<file path="config.mk">
export PLATFORM = sky130hd
export DESIGN_NAME = fgd_ctrl
export DESIGN_NICKNAME = d
export VERILOG_FILES = /design/src/hdl/fgd_pkg.sv /design/src/hdl/fgd_flush_hs.sv /design/src/hdl/fgd_gcall.sv /design/src/hdl/fgd_ctrl.sv
export VERILOG_INCLUDE_DIRS = /design/src /design/src/hdl
export SDC_FILE = /design/constraint.sdc
export NUM_CORES = 1
export LEC_CHECK = 0
export ABC_AREA = 1
export ABC_CLOCK_PERIOD_IN_PS = 2700
export BUFFER_PORTS_ARGS = -buffer_cell sky130_fd_sc_hd__buf_2
export CORE_MARGIN = 3
export CORE_UTILIZATION = 50
export DETAILED_ROUTE_END_ITERATION = 8
export PLACE_DENSITY_LB_ADDON = 0.12
export SLEW_MARGIN = 20
export SYNTH_ARGS = -nofsm -noshare
export SYNTH_HDL_FRONTEND = slang
export SYNTH_SLANG_ARGS = --single-unit
</file>
<file path="constraint.sdc">
create_clock -name mclk -period 2.7 [get_ports mclk]
set_input_delay 0.27 -clock mclk [delete_from_list [all_inputs] [get_ports mclk]]
set_output_delay 0.27 -clock mclk [all_outputs]
set_load 0.1 [all_outputs]
</file>
<file path="src/hdl/fgd_consts.svh">
`ifndef FGD_CONSTS_SVH
`define FGD_CONSTS_SVH

// Register offsets
`define FGD_OFS_CTRL 8'h00
`define FGD_OFS_STATUS 8'h04
`define FGD_OFS_INT_STAT 8'h08
`define FGD_OFS_INT_MASK 8'h0c

// Control register fields
`define FGD_CTRL_GCM_BIT 6
`define FGD_CTRL_FTX_BIT 7
`define FGD_CTRL_FRX_BIT 8
`define FGD_CTRL_DTX_BIT 9
`define FGD_CTRL_DRX_BIT 10
`define FGD_CTRL_RESET 32'h0000_0000

// Status register fields
`define FGD_STAT_CODE_LSB 0
`define FGD_STAT_CODE_MSB 7
`define FGD_STAT_CODE_VALID_BIT 8
`define FGD_STAT_GC_BUSY_BIT 9

// Interrupt bits
`define FGD_INT_WIDTH 5
`define FGD_INT_TXFL 0
`define FGD_INT_RXFL 1
`define FGD_INT_DTX 2
`define FGD_INT_DRX 3
`define FGD_INT_GCD 4
`define FGD_INT_RESET 5'h00

// General call codes
`define FGD_GC_CODE_RESET_ADDR 8'h06
`define FGD_GC_CODE_WRITE_ADDR 8'h04
`define FGD_GC_MODE_TRANSPARENT 1'b0
`define FGD_GC_MODE_DIRECT 1'b1

// Serial side enable: one tick every FGD_TICK_DIV mclk cycles
`define FGD_TICK_DIV 4'h4
`define FGD_TICK_MAX 4'h3

`endif

</file>
<file path="src/hdl/fgd_pkg.sv">
package fgd_pkg;

  typedef struct packed {
    logic valid;
    logic [7:0] data;
  } fgd_byte_t;

  typedef struct packed {
    logic reset_addr;
    logic write_addr;
  } fgd_gc_act_t;

  typedef enum logic [1:0] {
    FGD_GC_IDLE,
    FGD_GC_FIRST,
    FGD_GC_PASS,
    FGD_GC_DROP
  } fgd_gc_state_t;

endpackage

</file>
<file path="src/hdl/fgd_flush_hs.sv">
`timescale 1ns/100ps
`default_nettype none
`include "fgd_consts.svh"

module fgd_flush_hs (
  input wire logic mclk,
  input wire logic reset,
  input wire logic tick,
  input wire logic start,
  output logic busy,
  output logic path_clear,
  output logic done
);

  logic req;
  logic ack;
  logic pend;

  // System side request, four-phase against the serial side acknowledge
  always_ff @(posedge mclk or posedge reset) begin
    if (reset) begin
      req <= 1'b0;
    end else if (req && ack) begin
      req <= 1'b0;
    end else if (!req && !ack && (pend || start)) begin
      req <= 1'b1;
    end
  end

  // A start that arrives while a flush runs is kept, not lost
  always_ff @(posedge mclk or posedge reset) begin
    if (reset) begin
      pend <= 1'b0;
    end else if (start && (req || ack)) begin
      pend <= 1'b1;
    end else if (!req && !ack) begin
      pend <= 1'b0;
    end
  end

  // Serial side, advances only on the divided enable
  always_ff @(posedge mclk or posedge reset) begin
    if (reset) begin
      ack <= 1'b0;
    end else if (tick) begin
      ack <= req;
    end
  end

  always_ff @(posedge mclk or posedge reset) begin
    if (reset) begin
      path_clear <= 1'b0;
    end else begin
      path_clear <= tick && req && !ack;
    end
  end

  always_ff @(posedge mclk or posedge reset) begin
    if (reset) begin
      done <= 1'b0;
    end else begin
      done <= req && ack;
    end
  end

  assign busy = req || pend;

endmodule
`default_nettype wire

</file>
<file path="src/hdl/fgd_gcall.sv">
`timescale 1ns/100ps
`default_nettype none
`include "fgd_consts.svh"

module fgd_gcall (
  input wire logic mclk,
  input wire logic reset,
  input wire logic clear,
  input wire logic mode,
  input wire logic gc_addr_hit,
  input wire logic rx_stop,
  input wire fgd_pkg::fgd_byte_t rx_in,
  output fgd_pkg::fgd_byte_t fifo_push,
  output fgd_pkg::fgd_gc_act_t act,
  output fgd_pkg::fgd_byte_t code,
  output logic active
);

  fgd_pkg::fgd_gc_state_t state;
  logic hw_call;
  logic direct;

  assign hw_call = rx_in.data[0];
  assign direct = (mode == `FGD_GC_MODE_DIRECT) && !hw_call;
  assign active = (state != fgd_pkg::FGD_GC_IDLE);

  always_ff @(posedge mclk or posedge reset) begin
    if (reset) begin
      state <= fgd_pkg::FGD_GC_IDLE;
    end else if (clear || rx_stop) begin
      state <= fgd_pkg::FGD_GC_IDLE;
    end else begin
      unique case (state)
        fgd_pkg::FGD_GC_IDLE: begin
          if (gc_addr_hit) begin
            state <= fgd_pkg::FGD_GC_FIRST;
          end
        end
        fgd_pkg::FGD_GC_FIRST: begin
          if (rx_in.valid) begin
            state <= direct ? fgd_pkg::FGD_GC_DROP : fgd_pkg::FGD_GC_PASS;
          end
        end
        fgd_pkg::FGD_GC_PASS: begin
        end
        fgd_pkg::FGD_GC_DROP: begin
        end
      endcase
    end
  end

  // Transparent calls, and hardware calls always, go to the FIFO
  always_ff @(posedge mclk or posedge reset) begin
    if (reset) begin
      fifo_push <= '0;
    end else begin
      fifo_push.data <= rx_in.data;
      fifo_push.valid <= rx_in.valid && !clear &&
        ((state == fgd_pkg::FGD_GC_PASS) ||
         ((state == fgd_pkg::FGD_GC_FIRST) && !direct));
    end
  end

  // Direct mode acts here and reports only the code word
  always_ff @(posedge mclk or posedge reset) begin
    if (reset) begin
      act <= '0;
      code <= '0;
    end else begin
      act.reset_addr <= 1'b0;
      act.write_addr <= 1'b0;
      code.valid <= 1'b0;
      if (!clear && rx_in.valid && (state == fgd_pkg::FGD_GC_FIRST) &&
          direct) begin
        act.reset_addr <= (rx_in.data == `FGD_GC_CODE_RESET_ADDR);
        act.write_addr <= (rx_in.data == `FGD_GC_CODE_WRITE_ADDR);
        code.valid <= 1'b1;
        code.data <= rx_in.data;
      end
    end
  end

endmodule
`default_nettype wire

</file>
<file path="src/hdl/fgd_ctrl.sv">
// Implementation choices: the register offsets and the strobed register port.
`timescale 1ns/100ps
`default_nettype none
`include "fgd_consts.svh"

module fgd_ctrl (
  input wire logic mclk,
  input wire logic reset,
  input wire logic [7:0] reg_addr,
  input wire logic [31:0] reg_wdata,
  input wire logic reg_wr,
  input wire logic reg_rd,
  output logic [31:0] reg_rdata,
  input wire logic gc_addr_hit,
  input wire logic rx_stop,
  input wire fgd_pkg::fgd_byte_t rx_in,
  output fgd_pkg::fgd_byte_t rx_fifo_push,
  output fgd_pkg::fgd_gc_act_t gc_act,
  output logic tx_path_clear,
  output logic rx_path_clear,
  output logic serial_tick,
  input wire logic tx_fifo_space,
  input wire logic rx_fifo_data,
  input wire logic dma_tx_eot,
  input wire logic dma_rx_eot,
  output logic dma_tx_run,
  output logic dma_rx_run,
  output logic dma_tx_req,
  output logic dma_rx_req,
  output logic irq
);

  logic [3:0] div_cnt;
  logic gc_mode;
  logic dma_tx_en;
  logic dma_rx_en;
  logic [`FGD_INT_WIDTH-1:0] int_stat;
  logic [`FGD_INT_WIDTH-1:0] int_mask;
  logic [`FGD_INT_WIDTH-1:0] int_evt;
  logic [7:0] stat_code;
  logic stat_code_valid;
  logic wr_ctrl;
  logic wr_istat;
  logic wr_imask;
  logic tx_busy;
  logic rx_busy;
  logic tx_done;
  logic rx_done;
  logic gc_active;
  fgd_pkg::fgd_byte_t gc_code;
  logic [31:0] next_rdata;

  assign wr_ctrl = reg_wr && (reg_addr == `FGD_OFS_CTRL);
  assign wr_istat = reg_wr && (reg_addr == `FGD_OFS_INT_STAT);
  assign wr_imask = reg_wr && (reg_addr == `FGD_OFS_INT_MASK);

  // Divided enable for the serial side logic
  always_ff @(posedge mclk or posedge reset) begin
    if (reset) begin
      div_cnt <= 4'h0;
      serial_tick <= 1'b0;
    end else if (div_cnt == `FGD_TICK_MAX) begin
      div_cnt <= 4'h0;
      serial_tick <= 1'b1;
    end else begin
      div_cnt <= div_cnt + 4'h1;
      serial_tick <= 1'b0;
    end
  end

  // Configuration is written only by software, never by a flush
  always_ff @(posedge mclk or posedge reset) begin
    if (reset) begin
      gc_mode <= `FGD_GC_MODE_TRANSPARENT;
    end else if (wr_ctrl) begin
      gc_mode <= reg_wdata[`FGD_CTRL_GCM_BIT];
    end
  end

  // Transmit enable, end of transfer clears, a set in the same cycle wins
  always_ff @(posedge mclk or posedge reset) begin
    if (reset) begin
      dma_tx_en <= 1'b0;
    end else if (wr_ctrl && reg_wdata[`FGD_CTRL_DTX_BIT]) begin
      dma_tx_en <= 1'b1;
    end else if (wr_ctrl || dma_tx_eot) begin
      dma_tx_en <= 1'b0;
    end
  end

  always_ff @(posedge mclk or posedge reset) begin
    if (reset) begin
      dma_rx_en <= 1'b0;
    end else if (wr_ctrl && reg_wdata[`FGD_CTRL_DRX_BIT]) begin
      dma_rx_en <= 1'b1;
    end else if (wr_ctrl || dma_rx_eot) begin
      dma_rx_en <= 1'b0;
    end
  end

  // DMA interfaces run only while enabled
  assign dma_tx_run = dma_tx_en;
  assign dma_rx_run = dma_rx_en;
  assign dma_tx_req = dma_tx_en && tx_fifo_space && !tx_busy;
  assign dma_rx_req = dma_rx_en && rx_fifo_data && !rx_busy;

  // Flush bits are set by writing one and cleared only by completion
  fgd_flush_hs u_tx_flush (
    .mclk(mclk),
    .reset(reset),
    .tick(serial_tick),
    .start(wr_ctrl && reg_wdata[`FGD_CTRL_FTX_BIT]),
    .busy(tx_busy),
    .path_clear(tx_path_clear),
    .done(tx_done)
  );

  fgd_flush_hs u_rx_flush (
    .mclk(mclk),
    .reset(reset),
    .tick(serial_tick),
    .start(wr_ctrl && reg_wdata[`FGD_CTRL_FRX_BIT]),
    .busy(rx_busy),
    .path_clear(rx_path_clear),
    .done(rx_done)
  );

  // Receive flush also returns the general call decoder to idle
  fgd_gcall u_gcall (
    .mclk(mclk),
    .reset(reset),
    .clear(rx_path_clear || rx_busy),
    .mode(gc_mode),
    .gc_addr_hit(gc_addr_hit),
    .rx_stop(rx_stop),
    .rx_in(rx_in),
    .fifo_push(rx_fifo_push),
    .act(gc_act),
    .code(gc_code),
    .active(gc_active)
  );

  // Status code word of a direct general call
  always_ff @(posedge mclk or posedge reset) begin
    if (reset) begin
      stat_code <= 8'h00;
      stat_code_valid <= 1'b0;
    end else if (gc_code.valid) begin
      stat_code <= gc_code.data;
      stat_code_valid <= 1'b1;
    end else if (reg_rd && (reg_addr == `FGD_OFS_STATUS)) begin
      stat_code_valid <= 1'b0;
    end
  end

  // Sticky events, write one to clear, a new event wins
  always_comb begin
    int_evt = '0;
    int_evt[`FGD_INT_TXFL] = tx_done;
    int_evt[`FGD_INT_RXFL] = rx_done;
    int_evt[`FGD_INT_DTX] = dma_tx_eot && dma_tx_en;
    int_evt[`FGD_INT_DRX] = dma_rx_eot && dma_rx_en;
    int_evt[`FGD_INT_GCD] = gc_code.valid;
  end

  always_ff @(posedge mclk or posedge reset) begin
    if (reset) begin
      int_stat <= `FGD_INT_RESET;
    end else if (wr_istat) begin
      int_stat <= (int_stat & ~reg_wdata[`FGD_INT_WIDTH-1:0]) | int_evt;
    end else begin
      int_stat <= int_stat | int_evt;
    end
  end

  always_ff @(posedge mclk or posedge reset) begin
    if (reset) begin
      int_mask <= `FGD_INT_RESET;
    end else if (wr_imask) begin
      int_mask <= reg_wdata[`FGD_INT_WIDTH-1:0];
    end
  end

  assign irq = |(int_stat & int_mask);

  // Read data, one cycle after the strobe, zero elsewhere
  always_comb begin
    next_rdata = 32'h0000_0000;
    if (reg_rd) begin
      unique case (reg_addr)
        `FGD_OFS_CTRL: begin
          next_rdata[`FGD_CTRL_GCM_BIT] = gc_mode;
          next_rdata[`FGD_CTRL_FTX_BIT] = tx_busy;
          next_rdata[`FGD_CTRL_FRX_BIT] = rx_busy;
          next_rdata[`FGD_CTRL_DTX_BIT] = dma_tx_en;
          next_rdata[`FGD_CTRL_DRX_BIT] = dma_rx_en;
        end
        `FGD_OFS_STATUS: begin
          next_rdata[`FGD_STAT_CODE_MSB:`FGD_STAT_CODE_LSB] = stat_code;
          next_rdata[`FGD_STAT_CODE_VALID_BIT] = stat_code_valid;
          next_rdata[`FGD_STAT_GC_BUSY_BIT] = gc_active;
        end
        `FGD_OFS_INT_STAT: begin
          next_rdata[`FGD_INT_WIDTH-1:0] = int_stat;
        end
        `FGD_OFS_INT_MASK: begin
          next_rdata[`FGD_INT_WIDTH-1:0] = int_mask;
        end
        default: begin
          next_rdata = 32'h0000_0000;
        end
      endcase
    end
  end

  always_ff @(posedge mclk or posedge reset) begin
    if (reset) begin
      reg_rdata <= 32'h0000_0000;
    end else begin
      reg_rdata <= next_rdata;
    end
  end

endmodule
`default_nettype wire

</file>
**Word-level counts from Yosys, hierarchy flattened**

Cells that the tools add are included.

- Add/subtract/negate cells: 1
- Equality and inequality tests: 10
- Multiplexer cells: 29
- Bitwise gates (word level): 5
- Reductions and logical operators: 65

Operators with widths:

| cell | count |
|---|---|
| logical AND 1 bit | 32 |
| equality test 8 x 3 -> 1 bit (second input constant) | 3 |
| 2-to-1 mux 1 bit | 18 |
| equality test 8 x 4 -> 1 bit (second input constant) | 2 |
| nonzero test 2 bit | 8 |
| one-hot mux 5 bit (3 select lines) | 1 |
| logical OR 1 bit | 11 |
| 2-to-1 mux 11 bit | 1 |
| AND 5 bit | 2 |
| bitwise OR 5 bit | 2 |
| logical NOT 1 bit | 9 |
| 2-to-1 mux 9 bit | 1 |
| logical NOT 8 bit | 1 |
| 2-to-1 mux 2 bit | 4 |
| one-hot mux 4 bit (2 select lines) | 1 |
| inequality test 3 x 2 -> 1 bit (second input constant) | 2 |
| 2-to-1 mux 5 bit | 1 |
| NOT 5 bit | 1 |
| OR reduction 5 bit | 1 |
| adder 4 x 1 -> 4 bit (second input constant) | 1 |
| equality test 4 x 2 -> 1 bit (second input constant) | 1 |
| 2-to-1 mux 4 bit | 1 |
| one-hot mux 2 bit (2 select lines) | 1 |
| AND reduction 3 bit | 1 |
| 4 further kinds | 4 |

- Register bits after elaboration: 91
- Input port bits: 59
- Output and inout port bits: 51
- Word-level logic and storage cells: 137

**Logic depth before layout (Yosys ltp)**

Gate-level depths: netlist (run 1).

- Depth after elaboration: 7
- Mapped depth: 8

**Hierarchy**

From an unflattened synthesis (run 1), not the netlist that was laid out.

- Cells, all modules: 366
- Area total of the unflattened synthesis: 3233.1 sq um

Modules (own cells, without submodules):

| module | times used | cells each | area each (sq um) | sequential area each (sq um) |
|---|---|---|---|---|
| fgd_ctrl | 1 | 241 | 2016.9 | 950.9 |
| fgd_gcall | 1 | 83 | 835.8 | 550.5 |
| fgd_flush_hs | 2 | 21 | 190.2 | 125.1 |

**Worst setup path before layout (run 1)**

No wires, ideal clock.

- Path type: reg-to-output
- Start: reg dma_rx_en, in the netlist dma_rx_run
- End: out dma_rx_req
- Data arrival time: 2.331 ns
- Required time: 2.430 ns
- Setup slack: 0.099 ns
- Cell stages (with the launch flop): 3
- Path buffers: 0
- Cells stage by stage: dfrtp_1 nand2_1 nor2_1

- Cells in the longest elaborated chain, start to end: 2

RTL lines:

| what | line | source |
|---|---|---|
| start: declaration | fgd_ctrl.sv:36 | `logic dma_rx_en;` |
| start signal: assignment | fgd_ctrl.sv:93 | `dma_rx_en <= 1'b0;` |
| start signal: assignment | fgd_ctrl.sv:95 | `dma_rx_en <= 1'b1;` |
| start signal: assignment | fgd_ctrl.sv:97 | `dma_rx_en <= 1'b0;` |
| logical AND 1 bit (2 in a row) | fgd_ctrl.sv:105 | `assign dma_rx_req = dma_rx_en && rx_fifo_data && !rx_busy;` |
| end: declaration | fgd_ctrl.sv:29 | `output logic dma_rx_req,` |

No other way between the ends.

**Worst setup path in the final report (run 1)**

- Start: reg u_rx_flush.req
- End: out dma_rx_req

- Cells in the longest elaborated chain, start to end: 3

RTL lines:

| what | line | source |
|---|---|---|
| start: declaration | fgd_flush_hs.sv:15 | `logic req;` |
| start signal: assignment | fgd_flush_hs.sv:22 | `req <= 1'b0;` |
| start signal: assignment | fgd_flush_hs.sv:24 | `req <= 1'b0;` |
| start signal: assignment | fgd_flush_hs.sv:26 | `req <= 1'b1;` |
| logical OR 1 bit | fgd_flush_hs.sv:66 | `assign busy = req \|\| pend;` |
| logical NOT 1 bit | fgd_ctrl.sv:105 |  |
| logical AND 1 bit | fgd_ctrl.sv:105 |  |

No other way between the ends.

==> results of run 1 <==
stage by stage:
step	hold WS [ns]	power, W	instances	setup WS (ns)	utilization
3_3_place_gp	0.3924	0.001570	483	1.230	0.5746
5_1_grt	0.01694	0.002506	499	0.7387	0.6067
3_5_place_dp	0.3924	0.001575	483	1.233	0.5746
2_1_floorplan	0.3014	0.001516	366	0.09937	-
6_report	0.04736	0.002386	499	0.8641	0.6067
4_1_cts	0.02978	0.002406	499	0.8520	0.6067
flip-flops by register name (all words and copies together) (netlist names), 2 cells and up:
register,cells
u_gcall.act,2
div_cnt,4
int_stat,5
u_gcall.code,9
stat_code,8
u_gcall.fifo_push,9
reg_rdata,11
u_gcall.state,2
int_mask,5
power by group:
| group | internal [W] | total (W) | switching, W |
|---|---|---|---|
| clock network | 0.000454 | 0.000831 | 0.000378 |
| registers | 0.00110 | 0.00113 | 0.0000348 |
| logic | 0.0000736 | 0.000423 | 0.000350 |
| total | 0.00162 | 0.00239 | 0.000763 |
cells by family after synthesis:
| family | after synthesis | share of synthesized area |
|---|---|---|
| other | 1 | 0.001203 |
| buffers and inverters | 73 | 0.1172 |
| AO/OA/AOI/OAI | 28 | 0.05178 |
| flip-flops | 70 | 0.5620 |
| XOR/XNOR | 1 | 0.002811 |
| adder cells (fa/ha/maj) | 1 | 0.004014 |
| AND/OR/NAND/NOR | 172 | 0.2609 |
area by class of cell:
cell class,count,area (um^2)
Fill cell,540,2356
Sequential cell,70,1752
Multi-Input combinational cell,223,1075
Timing Repair Buffer,68,345.3
Inverter,47,176.4
Clock buffer,13,148.9
Tap cell,75,93.84
Clock inverter,3,43.79
path summary, 6_finish.rpt:
check,start,endpoint,slack [ns]
worst max-delay path,u_rx_flush.req,dma_rx_req,0.86
worst min-delay path,rx_in[0],u_gcall.fifo_push[0],0.05
worst max register to register,u_rx_flush.req,u_gcall.code[3],1.34
worst min register to register,u_tx_flush.done,int_stat[0],0.44
max in group asynchronous,reset,stat_code_valid,1.87
min in group asynchronous,reset,u_gcall.fifo_push[4],0.07
routing by layer:
layer	up-vias	global-route usage	part of all wire
met5	-	0	0
met2	89	0.2627	0.43
met3	8	0.07184	0.082
met4	0	0.05612	0.011
met1	1056	0.2593	0.47
li1	1192	-	-
cells in the final DEF (no fill, tap or decap), types with 5 or more instances in the layout:
master | Yosys | routed
buf_2 | 1 | 66
nand2_1 | 79 | 79
clkbuf_8 | 0 | 10
inv_1 | 43 | 42
dfrtp_1 | 70 | 70
a21oi_1 | 6 | 6
nand3_1 | 45 | 45
o21ai_0 | 15 | 15
conb_1 | 1 | 21
nand2_2 | 5 | 5
nor2_4 | 5 | 5
nor2_1 | 25 | 25
o21ai_2 | 5 | 5
critical path, delay by kind of cell, from the launching register on:
family	cells	cell delay, ns
flops	1	0.44
simple gates	2	0.29
buf+inv	2	0.50
==> metrics.md, run 1 <==
| Metric | Value |
|---|---|
| Outcome | complete, no violations |
| I/O pin count | 110 |
| Grt total ovfl | 0 |
| Most common flop cell mapped by yosys | dfrtp_1 |
| EDFF count, synth | 0 |
| Final Hold Viols | 0 |
| Final cell area excluding filler cells | roughly 3600 um^2 |
| Worst Hold Path Cells | 1 |
| Final net count | 479 |
| Critical path class | reg -> out |
| Synth top area share | 0.5620 |
| Number of global-route vias before repair | 2220 |
| Deepest clock path buffer count | 2 |
| Clock sinks | 70 |
| HP Class | in -> reg |
| Global Route Usage Sum | 0.1835 |
| First-pass GRT wire length | 10250 um |
| Syn Inst Count | between 300 and 400 |
| CP Capture Type | primary output |
| Hpwl dp | roughly 4600 um |
| ANT nets after route | 0 |
| Crit path DAT | 1.57 ns |
| Avg Cell Area, Syn | 9.008 um^2 |
| CTS hold repair buffers | 0 |
| Vias post-DR | ~2300 |
| Max-Cap Viols | 0 |
| Top cells by area, synth | dfrtp_1 (56%), nand2_1 (9.5%), nand3_1 (7.2%), buf_4 (5.3%), inv_1 (5.2%) |
| Crit-path cells | nor2_4, inv_1, nor2_1, buf_2 |
| Core ar. | 5991 um^2 |
| Minimum clock period | between 1.5 and 2 ns |
| Period utilization | 0.6799 |
| Slew HR | 0.4749 |
| Worst clock skew | 0.007062 ns |
| Post-synth cell types | 29 |
| CP Max Fanout | 4 |
| Placed Area | 3442 um^2 |
| Synth Cell Area | 3117 um^2 |
| CTS tree | built |
| Synth top cells by count | nand2_1 (79), dfrtp_1 (70), nand3_1 (45) |
| Initial DRC count | 105 |
| Final setup viols | 0 |
| Area leader, netlist | dfrtp_1 |
| Die Span Y | 84.95 um |
| Post CTS Setup Buffer Count | 0 |
| Peak VDD IR | around 0.44 mV |
| Share of layout cells above drive strength 1 | 0.2476 |
| Die Width | around 85 um |
| RSZ-0062 raised after global routing | no |
| Syn-to-layout area delta | 16.62% |
| H-tree depth | 3 |
| Slowest CP cell | dfrtp_1 |
| Top-count cell post-synth | nand2_1 |
| Starting density of the core | 0.5203 |
| Routed WL | 6143 um |
| Clk slew on worst S/H paths | 0.07 ns |
| FFs w/ async S/R, synth | 1.000 |
| Initial antenna violation count | 0 |
| Seq/Total Area, Yosys | 0.5620 |
| Placer congestion estimate | 0.8222 |
| Startpoint types | register |
| CTS root buffer | clkbuf_8 |
| Routed len/inst | 12.31 um |
| Row count | 28 |
| TritonRoute pass-1 iters | 4 |
| Pwr/cell area | 656.3 nW/um^2 |
| Clock latency on the worst-skew pair | roughly 0.34 ns |
| Static Leak | 2.046 nW |
| Die footprint | 7217 um^2 |
| Port Buf Inserts | 66 |
| Maximum clock rate | 544.7 MHz |
| Yosys reg bits | 70 |
| Antenna fix cells | 0 |
| Syn. warnings | 0 |
| WP data required | 2.43 ns |
| Crit path largest cell delay | 0.44 ns |
| Largest net degree at the start of global routing | 40 |
| Pin slew with the least headroom to its limit | roughly 0.79 ns |
| Drc violations | 0 |
| Cts bufs inserted | 9 |
| Post-cts resize count | 0 |
| Sum of negative setup slack | 0 ns |
| Max Transition Viols Final | 0 |
| R2R depth | 6 |
| Routed vias/inst | 4.699 |
(Power assumes the default switching activity.)
==> run 2, diff against run 1 <==
Settings changed: ABC_AREA 1 to 0, ABC_CLOCK_PERIOD_IN_PS 2700 to 1600, CORE_UTILIZATION 50 to 44.
Clock period 2.7 ns to 1.6 ns, I/O delays scaled along.
==> metrics.md, run 2 <==
| Metric | Value |
|---|---|
| Top-count cell post-synth | dfrtp_1 (was nand2_1) |
| ANT nets after route | 0 (unchanged) |
| Top flop regs | reg_rdata (11), u_gcall.code (9), u_gcall.fifo_push (9) (unchanged) |
| Die Span Y | 87.02 um (was 84.95 um) |
| Pre-CTS setup slack | 0.08918 ns (was 1.233 ns) |
| Critical path class | reg -> out (unchanged) |
| Vias post-DR | 1973 (was 2345) |
| EDFF count, synth | 0 (unchanged) |
| I/O pin count | 110 (unchanged) |
| Most common cell after layout, fill and taps aside | dfrtp_1 (was nand2_1) |
| RSZ-0062 raised after global routing | yes (was no) |
| Initial DRC count | 109 (was 105) |
| Largest net degree at the start of global routing | 71 (was 40) |
| CP Max Fanout | 3 (was 4) |
| Synth top area share | 0.6066 (was 0.5620) |
| Routed vias/inst | 4.908 (was 4.699) |
| Synth Cell Area | 2888 um^2 (was 3117 um^2) |
| First-pass GRT wire length | 9473 um (was 10250 um) |
| Synth top cells by count | dfrtp_1 (70), mux2_2 (29), nor2_1 (22) (was nand2_1 (79), dfrtp_1 (70), nand3_1 (45)) |
| Yosys reg bits | 70 (unchanged) |
| Avg Cell Area, Syn | 12.61 um^2 (was 9.008 um^2) |
| Placer congestion estimate | 0.7599 (was 0.8222) |
| Core ar. | 6131 um^2 (was 5991 um^2) |
| Die footprint | 7572 um^2 (was 7217 um^2) |
| Max-Cap Viols | 0 (unchanged) |
| Syn Inst Count | 229 (was 346) |
| Startpoint types | register (unchanged) |
| Minimum clock period | 1.528 ns |
| Non-filler instance count after layout | 402 (was 499) |
| Number of global-route vias before repair | 1978 (was 2220) |
| TritonRoute pass-1 iters | 4 (unchanged) |
| Seq/Total Area, Yosys | 0.6066 (was 0.5620) |
| Top reg by flops | reg_rdata (unchanged) |
| Routed WL | 5726 um (was 6143 um) |
| Fillers | 538 (was 540) |
| Peak VDD IR | 0.6975 mV (was 0.4368 mV) |
| Drc violations | 0 (unchanged) |
| Pwr/cell area | 1095 nW/um^2 (was 656.3 nW/um^2) |
| H-tree depth | 3 (unchanged) |
| Routed len/inst | 14.24 um (was 12.31 um) |
| Share of layout cells above drive strength 1 | 0.3976 (was 0.2476) |
| Max reg flops | 11 (unchanged) |
| Global Route Usage Sum | 0.1634 (was 0.1835) |
| Crit path DAT | 1.37 ns (was 1.57 ns) |
| Hpwl dp | 3993 um (was 4634 um) |
| Final worst setup slack | 0.07223 ns (was 0.8641 ns) |
| Initial antenna violation count | 0 (unchanged) |
| WP data required | 1.44 ns (was 2.43 ns) |
| Max Transition Viols Final | 0 (unchanged) |
| CTS root buffer | clkbuf_8 (unchanged) |
| CTS tree | built (unchanged) |
| Syn-to-layout area delta | 27.56% (was 16.62%) |
| Port Buf Inserts | 66 (unchanged) |
| Period utilization | 0.9549 |
| Top cells by area, synth | dfrtp_1 (61%), mux2_2 (11%), buf_4 (5.5%), nor2_1 (2.9%), a22oi_1 (1.6%) (was dfrtp_1 (56%), nand2_1 (9.5%), nand3_1 (7.2%), buf_4 (5.3%), inv_1 (5.2%)) |
| Static Leak | 1.870 nW (was 2.046 nW) |
| Antenna fix cells | 0 (unchanged) |
| HP Class | in -> reg (unchanged) |
| Final core utilization | 0.6008 (was 0.6067) |
| Grt total ovfl | 0 (unchanged) |
| Maximum clock rate | 654.5 MHz |
| Outcome | complete, no violations (unchanged) |
| Final setup viols | 0 (unchanged) |
| Most common flop cell mapped by yosys | dfrtp_1 (unchanged) |
| Row count | 28 (unchanged) |
| Die Width | 87.02 um (was 84.95 um) |
| Syn. warnings | 0 (unchanged) |
| Starting density of the core | 0.4710 (was 0.5203) |
| Inst Count DP | 376 (was 483) |
| Cts bufs inserted | 9 (unchanged) |
| Worst clock skew | 0.006839 ns (was 0.007062 ns) |
| Hold WS | 0.05488 ns (was 0.04736 ns) |
| Final net count | 382 (was 479) |
| FFs w/ async S/R, synth | 1.000 (unchanged) |
| Deepest clock path buffer count | 2 (unchanged) |
| Post-synth cell types | 38 (was 29) |
| Clock sinks | 70 (unchanged) |
| Area leader, netlist | dfrtp_1 (unchanged) |
| Clock latency on the worst-skew pair | 0.33 ns (was 0.34 ns) |
| Most frequent cells in the layout | dfrtp_1 (68), buf_2 (63), mux2_2 (29) (was nand2_1 (79), dfrtp_1 (70), buf_2 (66)) |
| Clk slew on worst S/H paths | 0.07 ns (about the same) |
| Final Hold Viols | 0 (unchanged) |
| CP Capture Type | primary output (unchanged) |
run 2: kinds of logic (layout without fill, tap and decap cells):
logic type,Yosys count,after routing,share of synthesized area
buffers and inverters,32,110,0.06932
flip-flops,70,70,0.6066
XOR/XNOR,1,1,0.003033
AO/OA/AOI/OAI,27,27,0.06759
multiplexers,30,30,0.1166
adder cells (fa/ha/maj),1,1,0.004332
AND/OR/NAND/NOR,67,67,0.1313
other,1,21,0.001299
run 2: power breakdown:
part / internal [W] / switching [W] / leakage (nW)
Sequential: 0.00182 / 0.0000299 / 0.927
Combinational: 0.000148 / 0.000497 / 0.833
Clock: 0.000917 / 0.000623 / 0.110
run 2: layout make-up:
type / count / area, um^2 / share of cell area
flip-flops and latches: 70 / 1754 / 0.4762
multi-input cells: 147 / 1027 / 0.2789
repair buffers: 86 / 559.3 / 0.1518
clock buffers: 12 / 145.1 / 0.03940
well taps: 75 / 93.84 / 0.02548
clock inverters: 4 / 70.07 / 0.01902
inverters: 8 / 33.78 / 0.009171
run 2: final timing paths:
kind / startpoint / to / depth (start not counted) / slack, ns
max: int_stat[4] / irq / 3 / 0.07
max reg2reg: u_rx_flush.req / u_gcall.code[3] / 3 / 0.15
min reg2reg: div_cnt[0] / div_cnt[0] / 1 / 0.46
max in group asynchronous: reset / dma_rx_run / 4 / 0.83
min in group asynchronous: reset / reg_rdata[5] / 4 / 0.47
min: reg_wdata[10] / dma_rx_run / 2 / 0.05
run 2: through the flow:
stage / power (W) / area (um^2) / TNS (ns)
after floorplan: 0.002404 / 2972 / -0.1784
after global placement: 0.002499 / 3343 / 0
after detailed placement: 0.002502 / 3343 / 0
after CTS: 0.004069 / 3662 / 0
after global routing: 0.004207 / 3684 / -0.05463
final: 0.004033 / 3684 / 0
run 2: timing repair:
action / 4_1_cts / 5_1_grt
hold endpoints to repair: 78 / 0
setup buffers: 0 / 1
pin swaps: 0 / 2
hold buffers: 9 / 0
gates resized for setup: 4 / 4
endpoints found under the setup margin: 2 / 3
run 2: critical path: stages, from the launching register on:
cell and delay, ns:
dfrtp_1 0.40, a222oi_1 0.33, nand2_1 0.11, buf_6 0.20
run 2: per-layer routing:
| metal | share of wire | global-route usage |
|---|---|---|
| met1 | 0.45 | 0.2128 |
| met2 | 0.46 | 0.2512 |
| met3 | 0.070 | 0.06528 |
| met4 | 0.014 | 0.04958 |
| met5 | 0 | 0 |
==> run 3, diff against run 2 <==
Settings changed: ABC_CLOCK_PERIOD_IN_PS 1600 to not set, SYNTH_HIERARCHICAL set to 1.
==> metrics.md, run 3 <==
| Metric | Value |
|---|---|
| Outcome | finished with violations (was complete, no violations) |
| Failing checks | negative setup slack |
| Hpwl dp | 4477 um (was 3993 um) |
| Post-synth cell types | 44 (was 38) |
| CTS tree | built (unchanged) |
| Worst clock skew | 0.004823 ns (was 0.006839 ns) |
| CP Capture Type | register (was primary output) |
| Period utilization | 1.095 (was 0.9549) |
| Share of layout cells above drive strength 1 | 0.4257 (was 0.3976) |
| TritonRoute pass-1 iters | 4 (unchanged) |
| Core ar. | 6459 um^2 (was 6131 um^2) |
| Deepest clock path buffer count | 2 (unchanged) |
| Global Route Usage Sum | 0.1694 (was 0.1634) |
| First-pass GRT wire length | 9832 um (was 9473 um) |
| Final Hold Viols | 0 (unchanged) |
| Routed WL | 6236 um (was 5726 um) |
| Seq/Total Area, Yosys | 0.5875 (was 0.6066) |
| Initial DRC count | 70 (was 109) |
| Pre-CTS setup slack | -0.1696 ns (was 0.08918 ns) |
| ANT nets after route | 0 (unchanged) |
| Hold WS | 0.04456 ns (was 0.05488 ns) |
| CTS root buffer | clkbuf_8 (unchanged) |
| Routed len/inst | 14.85 um (was 14.24 um) |
| Clock latency on the worst-skew pair | 0.34 ns (was 0.33 ns) |
| Minimum clock period | 1.752 ns (was 1.528 ns) |
| Clock sinks | 70 (unchanged) |
| WP data required | 1.82 ns (was 1.44 ns) |
| Syn. warnings | 6 (was 0) |
| Max Transition Viols Final | 0 (unchanged) |
| Sum of negative setup slack | -1.188 ns (was 0 ns) |
| EDFF count, synth | 0 (unchanged) |
| Synth top cells by count | dfrtp_1 (70), buf_4 (21), mux2_2 (21) (was dfrtp_1 (70), mux2_2 (29), nor2_1 (22)) |
| Area leader, netlist | dfrtp_1 (unchanged) |
| H-tree depth | 3 (unchanged) |
| CP Max Fanout | 5 (was 3) |
| Critical path class | reg -> reg (was reg -> out) |
| RSZ-0062 raised after global routing | yes (unchanged) |
| Startpoint types | register (unchanged) |
| Die Width | 88.32 um (was 87.02 um) |
| Max-Cap Viols | 0 (unchanged) |
| Placer congestion estimate | 0.7999 (was 0.7599) |
| I/O pin count | 110 (unchanged) |
| Yosys reg bits | 70 (unchanged) |
| Most common flop cell mapped by yosys | dfrtp_1 (unchanged) |
| Most frequent cells in the layout | dfrtp_1 (67), buf_2 (63), mux2_2 (21), conb_1 (21) (was dfrtp_1 (68), buf_2 (63), mux2_2 (29)) |
| Crit path DAT | 1.97 ns (was 1.37 ns) |
| FFs w/ async S/R, synth | 1.000 (unchanged) |
| Peak VDD IR | 0.5017 mV (was 0.6975 mV) |
| Most common cell after layout, fill and taps aside | dfrtp_1 (unchanged) |
| Top flop regs | reg_rdata (11), u_gcall/code (9), u_gcall/fifo_push (9) (was reg_rdata (11), u_gcall.code (9), u_gcall.fifo_push (9)) |
| Die Span Y | 88.32 um (was 87.02 um) |
| Pwr/cell area | 1022 nW/um^2 (was 1095 nW/um^2) |
| Final net count | 398 (was 382) |
| Die footprint | 7800 um^2 (was 7572 um^2) |
| Grt total ovfl | 0 (unchanged) |
| Antenna fix cells | 0 (unchanged) |
| Syn-to-layout area delta | 28.96% (was 27.56%) |
| Initial antenna violation count | 0 (unchanged) |
| Syn Inst Count | 239 (was 229) |
| Largest net degree at the start of global routing | 32 (was 71) |
| Row count | 29 (was 28) |
| Final setup viols | 10 (was 0) |
| Max reg flops | 11 (unchanged) |
| Fillers | 567 (was 538) |
| Starting density of the core | 0.4616 (was 0.4710) |
| Inst Count DP | 387 (was 376) |
| Synth top area share | 0.5875 (was 0.6066) |
| Cts bufs inserted | 9 (unchanged) |
| Final worst setup slack | -0.1519 ns (was 0.07223 ns) |
| Static Leak | 2.061 nW (was 1.870 nW) |
| Routed vias/inst | 4.812 (was 4.908) |
| Number of global-route vias before repair | 1983 (was 1978) |
| Avg Cell Area, Syn | 12.48 um^2 (was 12.61 um^2) |
| Vias post-DR | 2021 (was 1973) |
| Top cells by area, synth | dfrtp_1 (59%), mux2_2 (7.9%), buf_4 (5.3%), mux2_4 (4.0%), nor2_1 (2.4%) (was dfrtp_1 (61%), mux2_2 (11%), buf_4 (5.5%), nor2_1 (2.9%), a22oi_1 (1.6%)) |
| Non-filler instance count after layout | 420 (was 402) |
| Maximum clock rate | 570.8 MHz (was 654.5 MHz) |
| Top reg by flops | reg_rdata (unchanged) |
| HP Class | in -> reg (unchanged) |
| Drc violations | 0 (unchanged) |
| Synth Cell Area | 2982 um^2 (was 2888 um^2) |
| Port Buf Inserts | 66 (unchanged) |
| Top-count cell post-synth | dfrtp_1 (unchanged) |
| Clk slew on worst S/H paths | 0.07 ns (about the same) |
run 3: cell types whose count changed after synthesis, sizes merged, moves of 3 or more:
cell and delta:
and3 -3, or2 +4, and3b +3, o22ai -4, nand2b -4, nor2 -3, mux2i +3, nand2 +3
o41ai +4, and2 +3
run 3: kinds of logic after synthesis:
| kind of cell | count (synthesis) | share of synthesized area |
|---|---|---|
| mux | 33 | 0.1330 |
| xor+xnor | 1 | 0.002938 |
| simple gates | 76 | 0.1448 |
| compound gates | 21 | 0.05161 |
| other cells | 1 | 0.001258 |
| fa+ha+maj | 1 | 0.004196 |
| flops | 70 | 0.5875 |
| buf+inv | 36 | 0.07469 |
run 3: power breakdown:
part | switching, W | internal [W]
Clock | 0.000629 | 0.000804
Combinational | 0.000479 | 0.000159
Sequential | 0.0000354 | 0.00182
Total | 0.00114 | 0.00279
run 3: worst paths after layout:
kind,from,endpoint,slack (ns),depth (start not counted)
max in group asynchronous,reset,dma_tx_run,0.73,4
min in group asynchronous,reset,u_tx_flush/done,0.31,3
worst min register to register,u_rx_flush/done,int_stat[1],0.43,1
worst min-delay path,rx_in[8],u_gcall/state[0],0.04,2
worst max-delay path,u_rx_flush/req,u_gcall/code[1],-0.15,5
worst max register to register,u_rx_flush/req,u_gcall/code[1],-0.15,5
run 3: cell type report:
cell class	count	area, um^2	area share
well taps	77	96.34	0.02506
multi-input cells	154	1125	0.2925
inverters	8	30.03	0.007810
repair buffers	95	634.4	0.1650
clock inverters	3	42.54	0.01106
flip-flops and latches	70	1758	0.4572
clock buffers	13	158.9	0.04133
run 3: critical path: stages, from the launching register on:
cell	delay (ns)
dfrtp_1	0.37
or2_1	0.24
or2_4	0.23
and4bb_4	0.40
nand2_8	0.09
mux2_4	0.30
run 3: per-stage QoR:
step                area [um^2]  utilization  power (W)
detailed placement         3442       0.5329   0.002495
floorplan                  3068            -   0.002399
global route               3845       0.5953   0.004111
CTS                        3761       0.5823   0.003965
global placement           3442       0.5329   0.002491
finish                     3845       0.5953   0.003930
run 3: layer usage:
metal / up-vias / track usage / part of all wire / routed length [um]
li1: 983 / - / - / -
met1: 976 / 0.2328 / 0.47 / 2919
met2: 56 / 0.2502 / 0.47 / 2943
met3: 6 / 0.06052 / 0.051 / 320
met4: 0 / 0.05769 / 0.0085 / 53
met5: - / 0 / 0 / 0
run 3: repair_timing:
| action | CTS | global route |
|---|---|---|
| hold buffers | 10 | 0 |
| cloned | 0 | 1 |
| endpoints found under the setup margin | 13 | 13 |
| buffers inserted | 1 | 5 |
| pin swaps | 1 | 9 |
| gates resized for setup | 3 | 11 |
| hold endpoints to repair | 48 | 0 |
